**config.mk**
```make
export PLATFORM = sky130hd
export DESIGN_NAME = ecppc_core
export DESIGN_NICKNAME = d
export VERILOG_FILES = /design/src/ecppc_pkg.sv /design/src/ecppc_core.sv
export VERILOG_INCLUDE_DIRS = /design/src
export SDC_FILE = /design/constraint.sdc
export NUM_CORES = 1
export LEC_CHECK = 0
export BUFFER_PORTS_ARGS = -buffer_cell sky130_fd_sc_hd__buf_2
export CAP_MARGIN = 0
export CORE_ASPECT_RATIO = 0.75
export CORE_UTILIZATION = 50
export CTS_CLUSTER_SIZE = 14
export DETAILED_ROUTE_END_ITERATION = 10
export GPL_ROUTABILITY_DRIVEN = 0
export PLACE_DENSITY_LB_ADDON = 0.05
export SETUP_SLACK_MARGIN = 0.1
export SYNTH_ARGS = -nofsm -noshare
export SYNTH_HDL_FRONTEND = slang
export SYNTH_SLANG_ARGS = --single-unit
```
**constraint.sdc**
```tcl
create_clock -name clk -period 5.7 [get_ports clk]
set_clock_uncertainty 0.15 [all_clocks]
set_input_delay 1.14 -clock clk [delete_from_list [all_inputs] [get_ports clk]]
set_output_delay 1.14 -clock clk [all_outputs]
set_load 0.01 [all_outputs]
```
**src/ecppc_defs.svh**
```systemverilog
// constants of the ecp parallel port core: offsets, fields, reset values, timing
// assumes a 40 MHz clk and an isa-style byte window at the port base
`ifndef ECPPC_DEFS_SVH
`define ECPPC_DEFS_SVH

`define ECPPC_OFS_DATA   11'h000
`define ECPPC_OFS_STAT   11'h001
`define ECPPC_OFS_CTL    11'h002
`define ECPPC_OFS_FIFO   11'h400
`define ECPPC_OFS_CFGB   11'h401
`define ECPPC_OFS_XCTL   11'h402

`define ECPPC_WORD_W     8
`define ECPPC_FIFO_D     16
`define ECPPC_CNT_W      5

`define ECPPC_CTL_DIR    5
`define ECPPC_CTL_ACKEN  4
`define ECPPC_CTL_SELIN  3
`define ECPPC_CTL_INIT   2
`define ECPPC_CTL_AFD    1
`define ECPPC_CTL_STB    0
`define ECPPC_X_ERRN     4
`define ECPPC_X_DMA      3
`define ECPPC_X_SVC      2
`define ECPPC_TAG_BIT    7

`define ECPPC_CTL_RST    6'h00
`define ECPPC_DATA_RST   8'h00
`define ECPPC_ERRN_RST   1'b1
`define ECPPC_SVC_RST    1'b1
`define ECPPC_CFGA_VAL   8'h10
`define ECPPC_COMPRESS   1'b0
`define ECPPC_SVC_LEVEL  5'h08

`define ECPPC_CLK_MHZ    40
`define ECPPC_SETUP_NS   500
`define ECPPC_STROBE_NS  500
`define ECPPC_SETUP_CYC  ((`ECPPC_SETUP_NS * `ECPPC_CLK_MHZ + 999) / 1000)
`define ECPPC_STROBE_CYC ((`ECPPC_STROBE_NS * `ECPPC_CLK_MHZ + 999) / 1000)

`endif

```
**src/ecppc_pkg.sv**
```systemverilog
// types of the ecp parallel port core
// assumes ecppc_defs.svh for the numeric constants
package ecppc_pkg;

  typedef enum logic [2:0] {
    ECPPC_STD   = 3'b000,
    ECPPC_BIDIR = 3'b001,
    ECPPC_PFIFO = 3'b010,
    ECPPC_ECP   = 3'b011,
    ECPPC_EPP   = 3'b100,
    ECPPC_RSVD  = 3'b101,
    ECPPC_TEST  = 3'b110,
    ECPPC_CFG   = 3'b111
  } ecppc_mode_e;

  typedef enum logic [2:0] {
    F_IDLE    = 3'b000,
    F_SETUP   = 3'b001,
    F_STROBE  = 3'b010,
    F_RELEASE = 3'b011
  } ecppc_fwd_e;

  typedef enum logic [1:0] {
    R_IDLE   = 2'b00,
    R_REQ    = 2'b01,
    R_HOLD   = 2'b10,
    R_REPEAT = 2'b11
  } ecppc_rev_e;

endpackage

```
**src/ecppc_core.sv**
```systemverilog
// ecp parallel port core: shared queue and the port engine
// assumes synchronous isa strobes and cable inputs already in the clk domain
`timescale 1ns/1ps
`include "ecppc_defs.svh"

module ecppc_fifo #(
  parameter int W = 9,
  parameter int D = 16,
  parameter int CW = 5
) (
  input  wire logic          clk,
  input  wire logic          rst_n,
  input  wire logic          flush,
  input  wire logic          in_valid,
  output logic               in_ready,
  input  wire logic [W-1:0]  in_data,
  output logic               out_valid,
  input  wire logic          out_ready,
  output logic [W-1:0]       out_data,
  output logic [CW-1:0]      count
);
  logic [W-1:0]  mem [D];
  logic [CW-1:0] wp;
  logic [CW-1:0] rp;
  wire           do_push = in_valid & in_ready;
  wire           do_pop  = out_valid & out_ready;

  assign count     = wp - rp;
  assign in_ready  = (count != CW'(D));
  assign out_valid = (count != '0);
  assign out_data  = mem[rp[CW-2:0]];

  always_ff @(posedge clk) begin
    if (do_push) begin
      mem[wp[CW-2:0]] <= in_data;
    end
  end

  // pointers carry one extra bit so full and empty differ
  always_ff @(posedge clk) begin
    if (!rst_n || flush) begin
      wp <= '0;
      rp <= '0;
    end else begin
      wp <= wp + CW'(do_push);
      rp <= rp + CW'(do_pop);
    end
  end
endmodule

////////////////////////////////////////////////////////////////////////////////

module ecppc_core (
  input  wire logic        clk,
  input  wire logic        rst_n,
  input  wire logic        aen,
  input  wire logic [10:0] io_addr,
  input  wire logic        io_rd_n,
  input  wire logic        io_wr_n,
  input  wire logic [7:0]  io_wdata,
  output logic      [7:0]  io_rdata,
  output logic             io_rdata_oe_n,
  output logic             drq,
  input  wire logic        dack_n,
  input  wire logic        irq_level,
  output logic             ack_irq,
  output logic             err_irq,
  output logic             svc_irq,
  input  wire logic [7:0]  pd_in,
  output logic      [7:0]  pd_out,
  output logic             pd_oe_n,
  output logic             strobe_n,
  output logic             autofd_n,
  output logic             init_n,
  output logic             select_in_n,
  input  wire logic        busy,
  input  wire logic        ack_n,
  input  wire logic        perror,
  input  wire logic        select,
  input  wire logic        fault_n
);
  localparam int CW = `ECPPC_CNT_W;
  localparam logic [4:0] SETUP_CYC  = 5'(`ECPPC_SETUP_CYC);
  localparam logic [4:0] STROBE_CYC = 5'(`ECPPC_STROBE_CYC);

  ecppc_pkg::ecppc_mode_e mode;
  ecppc_pkg::ecppc_fwd_e  fs;
  ecppc_pkg::ecppc_fwd_e  next_fs;
  ecppc_pkg::ecppc_rev_e  rs;
  ecppc_pkg::ecppc_rev_e  next_rs;

  logic [5:0]    ctl;
  logic [7:0]    data_reg;
  logic          err_dis;
  logic          dma_en;
  logic          svc;
  logic [7:0]    last_rd;
  logic          rd_q;
  logic          wr_q;
  logic          ack_q;
  logic [7:0]    fwd_byte;
  logic          fwd_tag;
  logic [4:0]    tmr;
  logic [7:0]    rev_byte;
  logic          rev_cmd;
  logic          rle_pend;
  logic [6:0]    rle_cnt;
  logic [6:0]    rep;

  logic          q_in_ready;
  logic          q_out_valid;
  logic [8:0]    q_out_data;
  logic [CW-1:0] q_count;

  ////////////////////////////////////////////////////////////////////////////////
  // host decode

  wire dma_acc  = ~dack_n;
  wire io_hit   = ~aen & dack_n;
  wire rd_edge  = ~io_rd_n & rd_q;
  wire wr_edge  = ~io_wr_n & wr_q;
  wire sel_data = io_hit & (io_addr == `ECPPC_OFS_DATA);
  wire sel_stat = io_hit & (io_addr == `ECPPC_OFS_STAT);
  wire sel_ctl  = io_hit & (io_addr == `ECPPC_OFS_CTL);
  wire sel_fifo = dma_acc | (io_hit & (io_addr == `ECPPC_OFS_FIFO));
  wire sel_cfgb = io_hit & (io_addr == `ECPPC_OFS_CFGB) & (mode == ecppc_pkg::ECPPC_CFG);
  wire sel_xctl = io_hit & (io_addr == `ECPPC_OFS_XCTL);
  wire sel_any  = sel_data | sel_stat | sel_ctl | sel_fifo | (io_hit & (io_addr == `ECPPC_OFS_CFGB)) | sel_xctl;

  wire dir      = ctl[`ECPPC_CTL_DIR];
  wire m_ecp    = (mode == ecppc_pkg::ECPPC_ECP);
  wire m_pfifo  = (mode == ecppc_pkg::ECPPC_PFIFO);
  wire m_test   = (mode == ecppc_pkg::ECPPC_TEST);
  wire m_cfg    = (mode == ecppc_pkg::ECPPC_CFG);
  wire m_std    = (mode == ecppc_pkg::ECPPC_STD);
  wire m_bidir  = (mode == ecppc_pkg::ECPPC_BIDIR);
  // fifo mode ignores direction: always out
  wire fwd_on   = m_pfifo | (m_ecp & ~dir);
  wire rev_on   = m_ecp & dir & ~perror;

  // address view tags the byte as command, the tag lives beside the word
  wire addr_push = wr_edge & sel_data & m_ecp & ~dir;
  wire host_push = addr_push | (wr_edge & sel_fifo & (fwd_on | m_test));
  wire host_pop  = rd_edge & sel_fifo & ((m_ecp & dir) | m_test);
  wire fwd_pop   = (fs == ecppc_pkg::F_IDLE) & fwd_on & q_out_valid & ~busy;
  wire cab_push  = ((rs == ecppc_pkg::R_HOLD) & ack_n & ~rev_cmd & ~rle_pend) |
                   (rs == ecppc_pkg::R_REPEAT);
  wire q_in_valid = host_push | cab_push;
  wire [7:0] cab_byte = rev_byte;
  wire [8:0] q_in_data = host_push ? {addr_push, io_wdata} : {1'b0, cab_byte};
  wire q_full  = ~q_in_ready;
  wire q_empty = ~q_out_valid;
  wire flush   = wr_edge & sel_xctl & (io_wdata[7:6] == 2'b00);

  wire [7:0] stat_val = {~busy, ack_n, perror, select, fault_n, 3'b000};
  wire [7:0] ctl_val  = {2'b00, ctl};
  wire [7:0] cfgb_val = {`ECPPC_COMPRESS, irq_level, 6'h00};
  wire [7:0] xctl_val = {mode, err_dis, dma_en, svc, q_full, q_empty};
  // an empty queue rereads the last byte instead of stalling the bus
  wire [7:0] fifo_val = m_cfg ? `ECPPC_CFGA_VAL :
                        (q_out_valid ? q_out_data[7:0] : last_rd);
  wire [7:0] rd_val   = sel_data ? pd_in :
                        sel_stat ? stat_val :
                        sel_ctl  ? ctl_val :
                        sel_fifo ? fifo_val :
                        sel_cfgb ? cfgb_val :
                        sel_xctl ? xctl_val : 8'h00;

  wire svc_cond = ~dma_en & ((fwd_on & (q_count <= `ECPPC_SVC_LEVEL)) |
                             (m_ecp & dir & (q_count >= `ECPPC_SVC_LEVEL)));

  ecppc_fifo #(
    .W  (9),
    .D  (`ECPPC_FIFO_D),
    .CW (CW)
  ) u_fifo (
    .clk       (clk),
    .rst_n     (rst_n),
    .flush     (flush),
    .in_valid  (q_in_valid),
    .in_ready  (q_in_ready),
    .in_data   (q_in_data),
    .out_valid (q_out_valid),
    .out_ready (host_pop | fwd_pop),
    .out_data  (q_out_data),
    .count     (q_count)
  );

  ////////////////////////////////////////////////////////////////////////////////
  // registers

  always_ff @(posedge clk) begin
    if (!rst_n) begin
      rd_q     <= 1'b1;
      wr_q     <= 1'b1;
      ack_q    <= 1'b1;
      io_rdata <= 8'h00;
      last_rd  <= 8'h00;
    end else begin
      rd_q  <= io_rd_n;
      wr_q  <= io_wr_n;
      ack_q <= ack_n;
      if (rd_edge) begin
        io_rdata <= rd_val;
      end
      if (host_pop && q_out_valid) begin
        last_rd <= q_out_data[7:0];
      end
    end
  end

  always_ff @(posedge clk) begin
    if (!rst_n) begin
      ctl      <= `ECPPC_CTL_RST;
      data_reg <= `ECPPC_DATA_RST;
      mode     <= ecppc_pkg::ECPPC_STD;
      err_dis  <= `ECPPC_ERRN_RST;
      dma_en   <= 1'b0;
      svc      <= `ECPPC_SVC_RST;
    end else begin
      if (wr_edge && sel_ctl) begin
        ctl <= io_wdata[5:0];
      end
      if (wr_edge && sel_data && (m_std || m_bidir)) begin
        data_reg <= io_wdata;
      end
      if (wr_edge && sel_xctl) begin
        mode    <= ecppc_pkg::ecppc_mode_e'(io_wdata[7:5]);
        err_dis <= io_wdata[`ECPPC_X_ERRN];
        dma_en  <= io_wdata[`ECPPC_X_DMA];
      end
      // hardware set wins over a software clear in the same cycle
      svc <= svc_cond | ((wr_edge && sel_xctl) ? io_wdata[`ECPPC_X_SVC] : svc);
    end
  end

  always_ff @(posedge clk) begin
    if (!rst_n) begin
      ack_irq <= 1'b0;
      err_irq <= 1'b0;
      svc_irq <= 1'b0;
    end else begin
      ack_irq <= ctl[`ECPPC_CTL_ACKEN] & ack_n & ~ack_q;
      err_irq <= ~err_dis & m_ecp & ~fault_n;
      svc_irq <= svc & ~dma_en;
    end
  end

  ////////////////////////////////////////////////////////////////////////////////
  // forward engine: compat pulses a fixed strobe, ecp interlocks on busy

  always_comb begin
    next_fs = fs;
    case (fs)
      ecppc_pkg::F_IDLE: begin
        if (fwd_pop) begin
          next_fs = ecppc_pkg::F_SETUP;
        end
      end
      ecppc_pkg::F_SETUP: begin
        if (tmr >= SETUP_CYC - 5'h01) begin
          next_fs = ecppc_pkg::F_STROBE;
        end
      end
      ecppc_pkg::F_STROBE: begin
        if (m_ecp ? busy : (tmr >= STROBE_CYC - 5'h01)) begin
          next_fs = ecppc_pkg::F_RELEASE;
        end
      end
      ecppc_pkg::F_RELEASE: begin
        if (!m_ecp || !busy) begin
          next_fs = ecppc_pkg::F_IDLE;
        end
      end
      default: next_fs = ecppc_pkg::F_IDLE;
    endcase
  end

  always_ff @(posedge clk) begin
    if (!rst_n || !fwd_on) begin
      fs       <= ecppc_pkg::F_IDLE;
      tmr      <= 5'h00;
      fwd_byte <= 8'h00;
      fwd_tag  <= 1'b0;
    end else begin
      fs  <= next_fs;
      tmr <= (next_fs != fs) ? 5'h00 : tmr + 5'h01;
      if (fwd_pop) begin
        fwd_byte <= q_out_data[7:0];
        fwd_tag  <= q_out_data[8];
      end
    end
  end

  ////////////////////////////////////////////////////////////////////////////////
  // reverse engine with run-length expansion

  // a pending count must not block the fetch of the data byte it applies to
  wire rev_go = (rs == ecppc_pkg::R_IDLE) & rev_on & q_in_ready;

  always_comb begin
    next_rs = rs;
    case (rs)
      ecppc_pkg::R_IDLE: begin
        if (rev_go) begin
          next_rs = ecppc_pkg::R_REQ;
        end
      end
      ecppc_pkg::R_REQ: begin
        if (!ack_n) begin
          next_rs = ecppc_pkg::R_HOLD;
        end
      end
      ecppc_pkg::R_HOLD: begin
        if (ack_n) begin
          next_rs = (!rev_cmd && rle_pend) ? ecppc_pkg::R_REPEAT : ecppc_pkg::R_IDLE;
        end
      end
      ecppc_pkg::R_REPEAT: begin
        if (q_in_ready && rep == 7'h00) begin
          next_rs = ecppc_pkg::R_IDLE;
        end
      end
      default: next_rs = ecppc_pkg::R_IDLE;
    endcase
  end

  // rle_pend only holds the count; the data byte after it starts the repeat
  wire rle_hit = (rs == ecppc_pkg::R_HOLD) & ack_n & rev_cmd & ~rev_byte[`ECPPC_TAG_BIT];

  always_ff @(posedge clk) begin
    if (!rst_n || !(m_ecp && dir)) begin
      rs       <= ecppc_pkg::R_IDLE;
      rev_byte <= 8'h00;
      rev_cmd  <= 1'b0;
      rle_pend <= 1'b0;
      rle_cnt  <= 7'h00;
      rep      <= 7'h00;
    end else begin
      rs <= next_rs;
      if (rs == ecppc_pkg::R_REQ && !ack_n) begin
        rev_byte <= pd_in;
        rev_cmd  <= ~busy;
      end
      if (rle_hit) begin
        rle_pend <= 1'b1;
        rle_cnt  <= rev_byte[6:0];
      end
      if (rs == ecppc_pkg::R_HOLD && ack_n && !rev_cmd && rle_pend) begin
        rep <= rle_cnt;
      end else if (rs == ecppc_pkg::R_REPEAT && q_in_ready) begin
        rep <= rep - 7'h01;
        if (rep == 7'h00) begin
          rle_pend <= 1'b0;
        end
      end
    end
  end

  // rev_go waits for room, so a repeat stalls only on rle bursts
  wire rle_ok = (rs != ecppc_pkg::R_REPEAT) | rle_pend;

  ////////////////////////////////////////////////////////////////////////////////
  // cable pins

  wire fwd_busy = (fs != ecppc_pkg::F_IDLE);
  wire drive    = m_std | m_pfifo | (m_ecp ? (~dir & perror) : ~dir);

  assign pd_out      = fwd_busy ? fwd_byte : data_reg;
  assign pd_oe_n     = ~drive;
  assign strobe_n    = (m_ecp | m_pfifo) ? (fs != ecppc_pkg::F_STROBE) : ~ctl[`ECPPC_CTL_STB];
  assign autofd_n    = m_ecp ? (dir ? (rs != ecppc_pkg::R_REQ) : ~fwd_tag)
                             : ~ctl[`ECPPC_CTL_AFD];
  assign init_n      = m_ecp ? ~dir : ctl[`ECPPC_CTL_INIT];
  assign select_in_n = ~ctl[`ECPPC_CTL_SELIN];
  assign io_rdata_oe_n = ~(~io_rd_n & sel_any);
  assign drq = dma_en & ((fwd_on & q_in_ready) | (m_ecp & dir & q_out_valid));
endmodule

```
* Word level (Yosys, flattened, before mapping)
Memories as Yosys holds them, arrays and structs flattened. A register that Yosys moved wholly into a read port is not among the register bits.
Index checks and enable logic that the tools add are counted.
** Word-level totals
- Memories :: 1
- Logic and storage cells :: 220
- Register bits :: 95
- RAM bits :: 144
- Input bits :: 39
** Memory list
- u_fifo.mem :: depth 16, bits a word 9, rd ports 1, clocked after memory_dff 1, wr ports 1, RTL line ecppc_core.sv:22 : logic [W-1:0] mem [D];
** Cells by class
- Mux-type cells :: 37
- Reductions and logical operators :: 36
- Bitwise operators :: 88
- Add/sub/neg operators :: 5
- Order comparisons :: 3
- Equal/unequal tests :: 24
** Operators by type and width (number)
- $mux 8 :: 9
- $and 1x1->1 :: 47
- $eq 11x11->1 const B :: 3
- $not 1->1 :: 22
- $or 1x1->1 :: 19
- $mux 7 :: 2
- $logic_and 1x1->1 :: 13
- $mux 1 :: 13
- $eq 3x2->1 const B :: 4
- $mux 3 :: 4
- $pmux 3 s4 :: 1
- $eq 11x1->1 const B :: 1
- $eq 11x2->1 const B :: 1
- $logic_not 11->1 :: 1
- $add 5x1->5 :: 2
- $mux 2 :: 5
- $mux 9 :: 1
- $ne 2x2->1 const B :: 4
- $pmux 2 s4 :: 1
- $logic_not 1->1 :: 7
- $logic_not 7->1 :: 1
- $sub 7x1->7 const B :: 1
- $eq 3x1->1 const B :: 2
- $eq 3x3->1 const B :: 2
- other kinds (20) :: 27

* Depth between registers and ports, before layout
- Depth after elaboration :: 11
- Gate-level depth with buffers :: 18
- Depth with buffers taken out :: 13

* Modules after synthesis
A second synthesis with hierarchy kept.
** Unflattened totals
- Cell total of the unflattened synthesis :: 832
- Area, all modules :: 10706.5 sq um
** Modules (own cells, without submodules)
- ecppc_fifo :: instances 1, area an instance 6284.8 sq um, cells each 332, seq. area each 4524.3 sq um
- ecppc_core :: instances 1, area an instance 4421.7 sq um, cells each 500, seq. area each 1701.6 sq um

* Worst setup path before layout
Ideal clock, no wire load.
- Kind :: input port to flip-flop
- Start point :: input port io_wr_n
- End point :: memory u_fifo.mem[7][0] (enable)
- Arrival time :: 3.592 ns
- Path buffers :: 2
- Stages :: 8
- Required time :: 5.151 ns
- Setup slack :: 1.559 ns
- Cells stage by stage :: nand2b_1 > or4_1 > nor2_2 > a21o_1 > buf_6 > o21ai_4 > buf_6 > nor4_1
** On the way
- Longest elaborated chain between the ends :: 10
- Elaborated cells on any way between the ends :: 12
** Ends and longest elaborated chain
- start, declared :: RTL line ecppc_core.sv:59 : input wire logic io_wr_n,
- $not 1->1 (*) :: RTL line ecppc_core.sv:121 : wire wr_edge = ~io_wr_n & wr_q;
- $and 1x1->1 (*) :: RTL line ecppc_core.sv:121
- $and 1x1->1 (3 in series) :: RTL line ecppc_core.sv:142 : wire addr_push = wr_edge & sel_data & m_ecp & ~dir;
- $or 1x1->1 (*) :: RTL line ecppc_core.sv:143 : wire host_push = addr_push | (wr_edge & sel_fifo & (fwd_on | m_test));
- $or 1x1->1 (*) :: RTL line ecppc_core.sv:148 : wire q_in_valid = host_push | cab_push;
- $and 1x1->1 (*) :: RTL line ecppc_core.sv:25 : wire do_push = in_valid & in_ready;
- $mux 1 (*) :: RTL line ecppc_core.sv:34 : if (do_push) begin
- $mux 1 (implied by the code) (*) :: RTL line ecppc_core.sv:35 : mem[wp[CW-2:0]] <= in_data;
- end, declared :: RTL line ecppc_core.sv:22
Every way passes the cells marked *; elsewhere a longest branch is shown, timed or not.

* Worst setup path in the final report
- Start point :: register u_fifo.rp[3]
- End point :: output port drq
** On the way
- Longest elaborated chain between the ends :: 5
- Elaborated cells on any way between the ends :: 7
** Ends and longest elaborated chain
- start, declared :: RTL line ecppc_core.sv:24 : logic [CW-1:0] rp;
- start signal, assigned :: RTL line ecppc_core.sv:46 : rp <= rp + CW'(do_pop);
- $sub 5x5->5 (*) :: RTL line ecppc_core.sv:28 : assign count = wp - rp;
- $ne 5x5->1 or $reduce_bool 5->1 (tied branches) :: RTL line ecppc_core.sv:29, ecppc_core.sv:30
- $and 1x1->1 :: RTL line ecppc_core.sv:377 : assign drq = dma_en & ((fwd_on & q_in_ready) | (m_ecp & dir & q_out_valid));
- $or 1x1->1 (*) :: RTL line ecppc_core.sv:377
- $and 1x1->1 (*) :: RTL line ecppc_core.sv:377
- end, declared :: RTL line ecppc_core.sv:63 : output logic drq,
Marked as above.

==> run_results.csv <==
group,metric,value,unit
outcome,status,"finished clean",
min_path,hp-class,"flip-flop to flip-flop",
yosys,ys.flop_type,"edfxtp_1",
sta,final_max_slew_viol_count,0,
die,ios,65,
sta,period_share,0.845,
finish,fin_cells,1176,
critical_path,rr_startpoint,"ctl[5]",
clocking,cts_setup_buffers,0,
sta,grt_setup_unrepaired,"false",
yosys,synth_seq_cells,239,
yosys,avgSynthCellArea,13.1,sq um
sta,finalSetupViolCount,0,
pwr,leakage,4.48,nW
run,maxCapViolCount,0,
sta,period_needed,4820,ps
drt,routed-via-count,7073,
yosys,yosysUniqueCellTypes,81,
clocking,cts-htree-levels,1,
finish,nFillCells,1636,
sta,finalHoldViolations,0,
grt,antenna_found_initial,0,
pwr,cellPowerDensity,290,mW/mm^2
critical_path,critPathLaunchType,"flip-flop",
pwr,p_total,3.48,mW
die,die_w,170,um
yosys,ys_warn_count,0,
yosys,synth_cells,810,
finish,syn_to_final_growth,13.0,%
critical_path,reg2regPathDepth,5,
drt,drt_iter0_drc,705,
clocking,cts.sinks,239,
finish,drive_gt1_frac,0.217,
yosys,async_reset_ff_frac,0,
die,die_h,128,um
drt,first_pass_iters,5,
yosys,ys_seq_area_frac,0.587,
critical_path,rr_endpoint,"u_fifo.mem[13][0]",
drt,wire_per_inst,23.0,um
clocking,clock_latency,520,ps
critical_path,endpoint,"drq",
finish,diodes,0,
die,die-area,0.0218,sq mm
critical_path,worstPathArrival,3530,ps
critical_path,critPathMaxFanout,15,
placement,dpl_worst_slack,967,ps
placement,dp_hpwl,19300,um
placement,dpl.cell_count,1132,
yosys,netlist.area_leader.share,0.407,
pwr,max-vdd-ir-drop,0.293,mV
yosys,yosys-top-cells-area,"edfxtp_1, dfxtp_1, mux4_2",
clocking,cts_buffers,24,
placement,port_buffers,64,
drt,ant_nets,0,
critical_path,critPathKind,"flip-flop to output pin",
finish,fin_nets,925,
clocking,clk_pin_slew,70,ps
clocking,cts_max_path_buffers,3,
drt,via_per_inst,6.01,
drt,drcViolationCount,0,
sta,setup_tns,0,ps
clocking,cts_tree,"built",
grt,grt_first_pass_wirelength,40600,um
critical_path,r2r_slack,1890,ps
clocking,root_buffer,"clkbuf_16",
sta,fin_ws,884,ps
die,initial_core_util,0.518,
grt,grt_pass1_vias,6764,
sta,fmax,208,MHz
yosys,synth_edf_count,144,
drt,drt_wl_total,27100,um
grt,grt.total_usage,0.254,
clocking,postCtsResizedCells,0,
finish,finalCoreUtilization,0.585,
yosys,syn_nets,859,
critical_path,cp.required,4410,ps
critical_path,critPathCaptureType,"output pin",
sta,slew_headroom,0.286,
finish,largest_reg_flops,144,
clocking,hold_buffers,0,
critical_path,crit_start,"u_fifo.rp[3]",
sta,worst_pin_slew,1060,ps
die,core_area,0.0205,sq mm
yosys,synth_largest_area_cell,"edfxtp_1",
grt,grt_max_degree,39,
die,row_count,45,
grt,grt_overflow_total,0,
yosys,synth_area,0.0106,sq mm
## how the worst min path moves through the flow
stage                     startpoint       to  slack, ps  depth (start not counted)
final                          ack_q  ack_irq        270                          1
after CTS                      ack_q  ack_irq        270                          1
after global placement         ack_q  ack_irq        230                          1
after global routing           ack_q  ack_irq        280                          1
after detailed placement       ack_q  ack_irq        250                          1
after floorplan                ack_q  ack_irq        220                          1
## Yosys cell counts, drive strengths merged (4+ instances only)
library cell / count
and3: 7
o21ai: 33
nand4: 5
a31oi: 11
mux2i: 40
or3: 4
inv: 20
mux4: 41
o21a: 4
mux2: 20
nand2b: 11
a21oi: 39
a311oi: 4
nor2: 75
buf: 22
dfxtp: 95
a21o: 7
nand3: 33
nor3: 18
clkbuf: 20
nand2: 43
xnor2: 12
edfxtp: 144
ha: 10
nor2b: 7
nor4: 13
and2: 8
xor2: 6
a22oi: 10
## cell families (layout without fill, tap and decap cells)
group | after synthesis | count (layout) | synth area share
other | 1 | 1 | 0.000353
buffers and inverters | 62 | 146 | 0.0311
adder cells (fa/ha/maj) | 10 | 10 | 0.0118
multiplexers | 101 | 101 | 0.151
AND/OR/NAND/NOR | 239 | 239 | 0.117
AO/OA/AOI/OAI | 140 | 140 | 0.0877
XOR/XNOR | 18 | 18 | 0.0149
flip-flops | 239 | 239 | 0.587
## report_power, final
part           switching [mW]  total, mW  leakage (nW)  internal [mW]
combinational          0.0514     0.0786          1.70         0.0272
clock                   0.645       1.58         0.377          0.934
sequential            0.00345       1.82          2.40           1.82
## layer usage
| metal | part of all wire | track usage | up-vias |
|---|---|---|---|
| met3 | 0.091 | 0.0741 | 33 |
| met1 | 0.46 | 0.376 | 3566 |
| li1 | - | - | 3226 |
| met5 | 0 | 0 | - |
| met2 | 0.43 | 0.369 | 248 |
| met4 | 0.018 | 0.0556 | 0 |
## metrics by stage
| stage | hold slack, ps | area (sq um) |
|---|---|---|
| floorplan | 223 | 10600 |
| global placement | 235 | 11200 |
| detailed placement | 249 | 11200 |
| CTS | 269 | 12000 |
| global route | 282 | 12000 |
| finish | 267 | 12000 |
## final cells by class
cell class | instances | area [sq um] | share of cell area
clock inverters | 16 | 156 | 0.0130
repair buffers | 82 | 455 | 0.0380
clock buffers | 28 | 637 | 0.0531
multi-input cells | 509 | 4090 | 0.341
inverters | 20 | 75.1 | 0.00626
flip-flops and latches | 239 | 6230 | 0.519
well taps | 282 | 353 | 0.0294
## critical path, stage by stage, from the launching register on
cell	delay [ps]
dfxtp_1	490
inv_1	160
ha_1	380
xor2_1	170
or4_1	410
a21oi_1	140
buf_4	220
and3_1	540
a21oi_1	140
o21a_1	220
buf_2	140
## cells in the final DEF, fill, tap and decap left out, types with 5 or more instances in the layout
cell | netlist | final
mux2i_1 | 40 | 40
mux4_2 | 28 | 28
a22oi_1 | 10 | 10
a31oi_1 | 9 | 9
buf_2 | 10 | 64
and3_1 | 7 | 7
nand2_1 | 42 | 42
ha_1 | 10 | 10
nand2b_1 | 11 | 11
nor4_1 | 11 | 6
a21oi_1 | 39 | 39
o21ai_0 | 22 | 22
edfxtp_1 | 144 | 144
xnor2_1 | 12 | 12
nor2_1 | 73 | 73
mux2_2 | 19 | 19
a21o_1 | 7 | 7
inv_1 | 19 | 19
buf_4 | 2 | 18
nor4_2 | 0 | 5
clkbuf_16 | 0 | 25
and2_1 | 8 | 8
mux4_1 | 13 | 13
nor3_1 | 17 | 17
o21ai_1 | 9 | 9
xor2_1 | 6 | 6
nand3_1 | 31 | 31
nor2b_1 | 6 | 6
dfxtp_1 | 95 | 94
No activity file was read; power rests on OpenSTA's default activity.
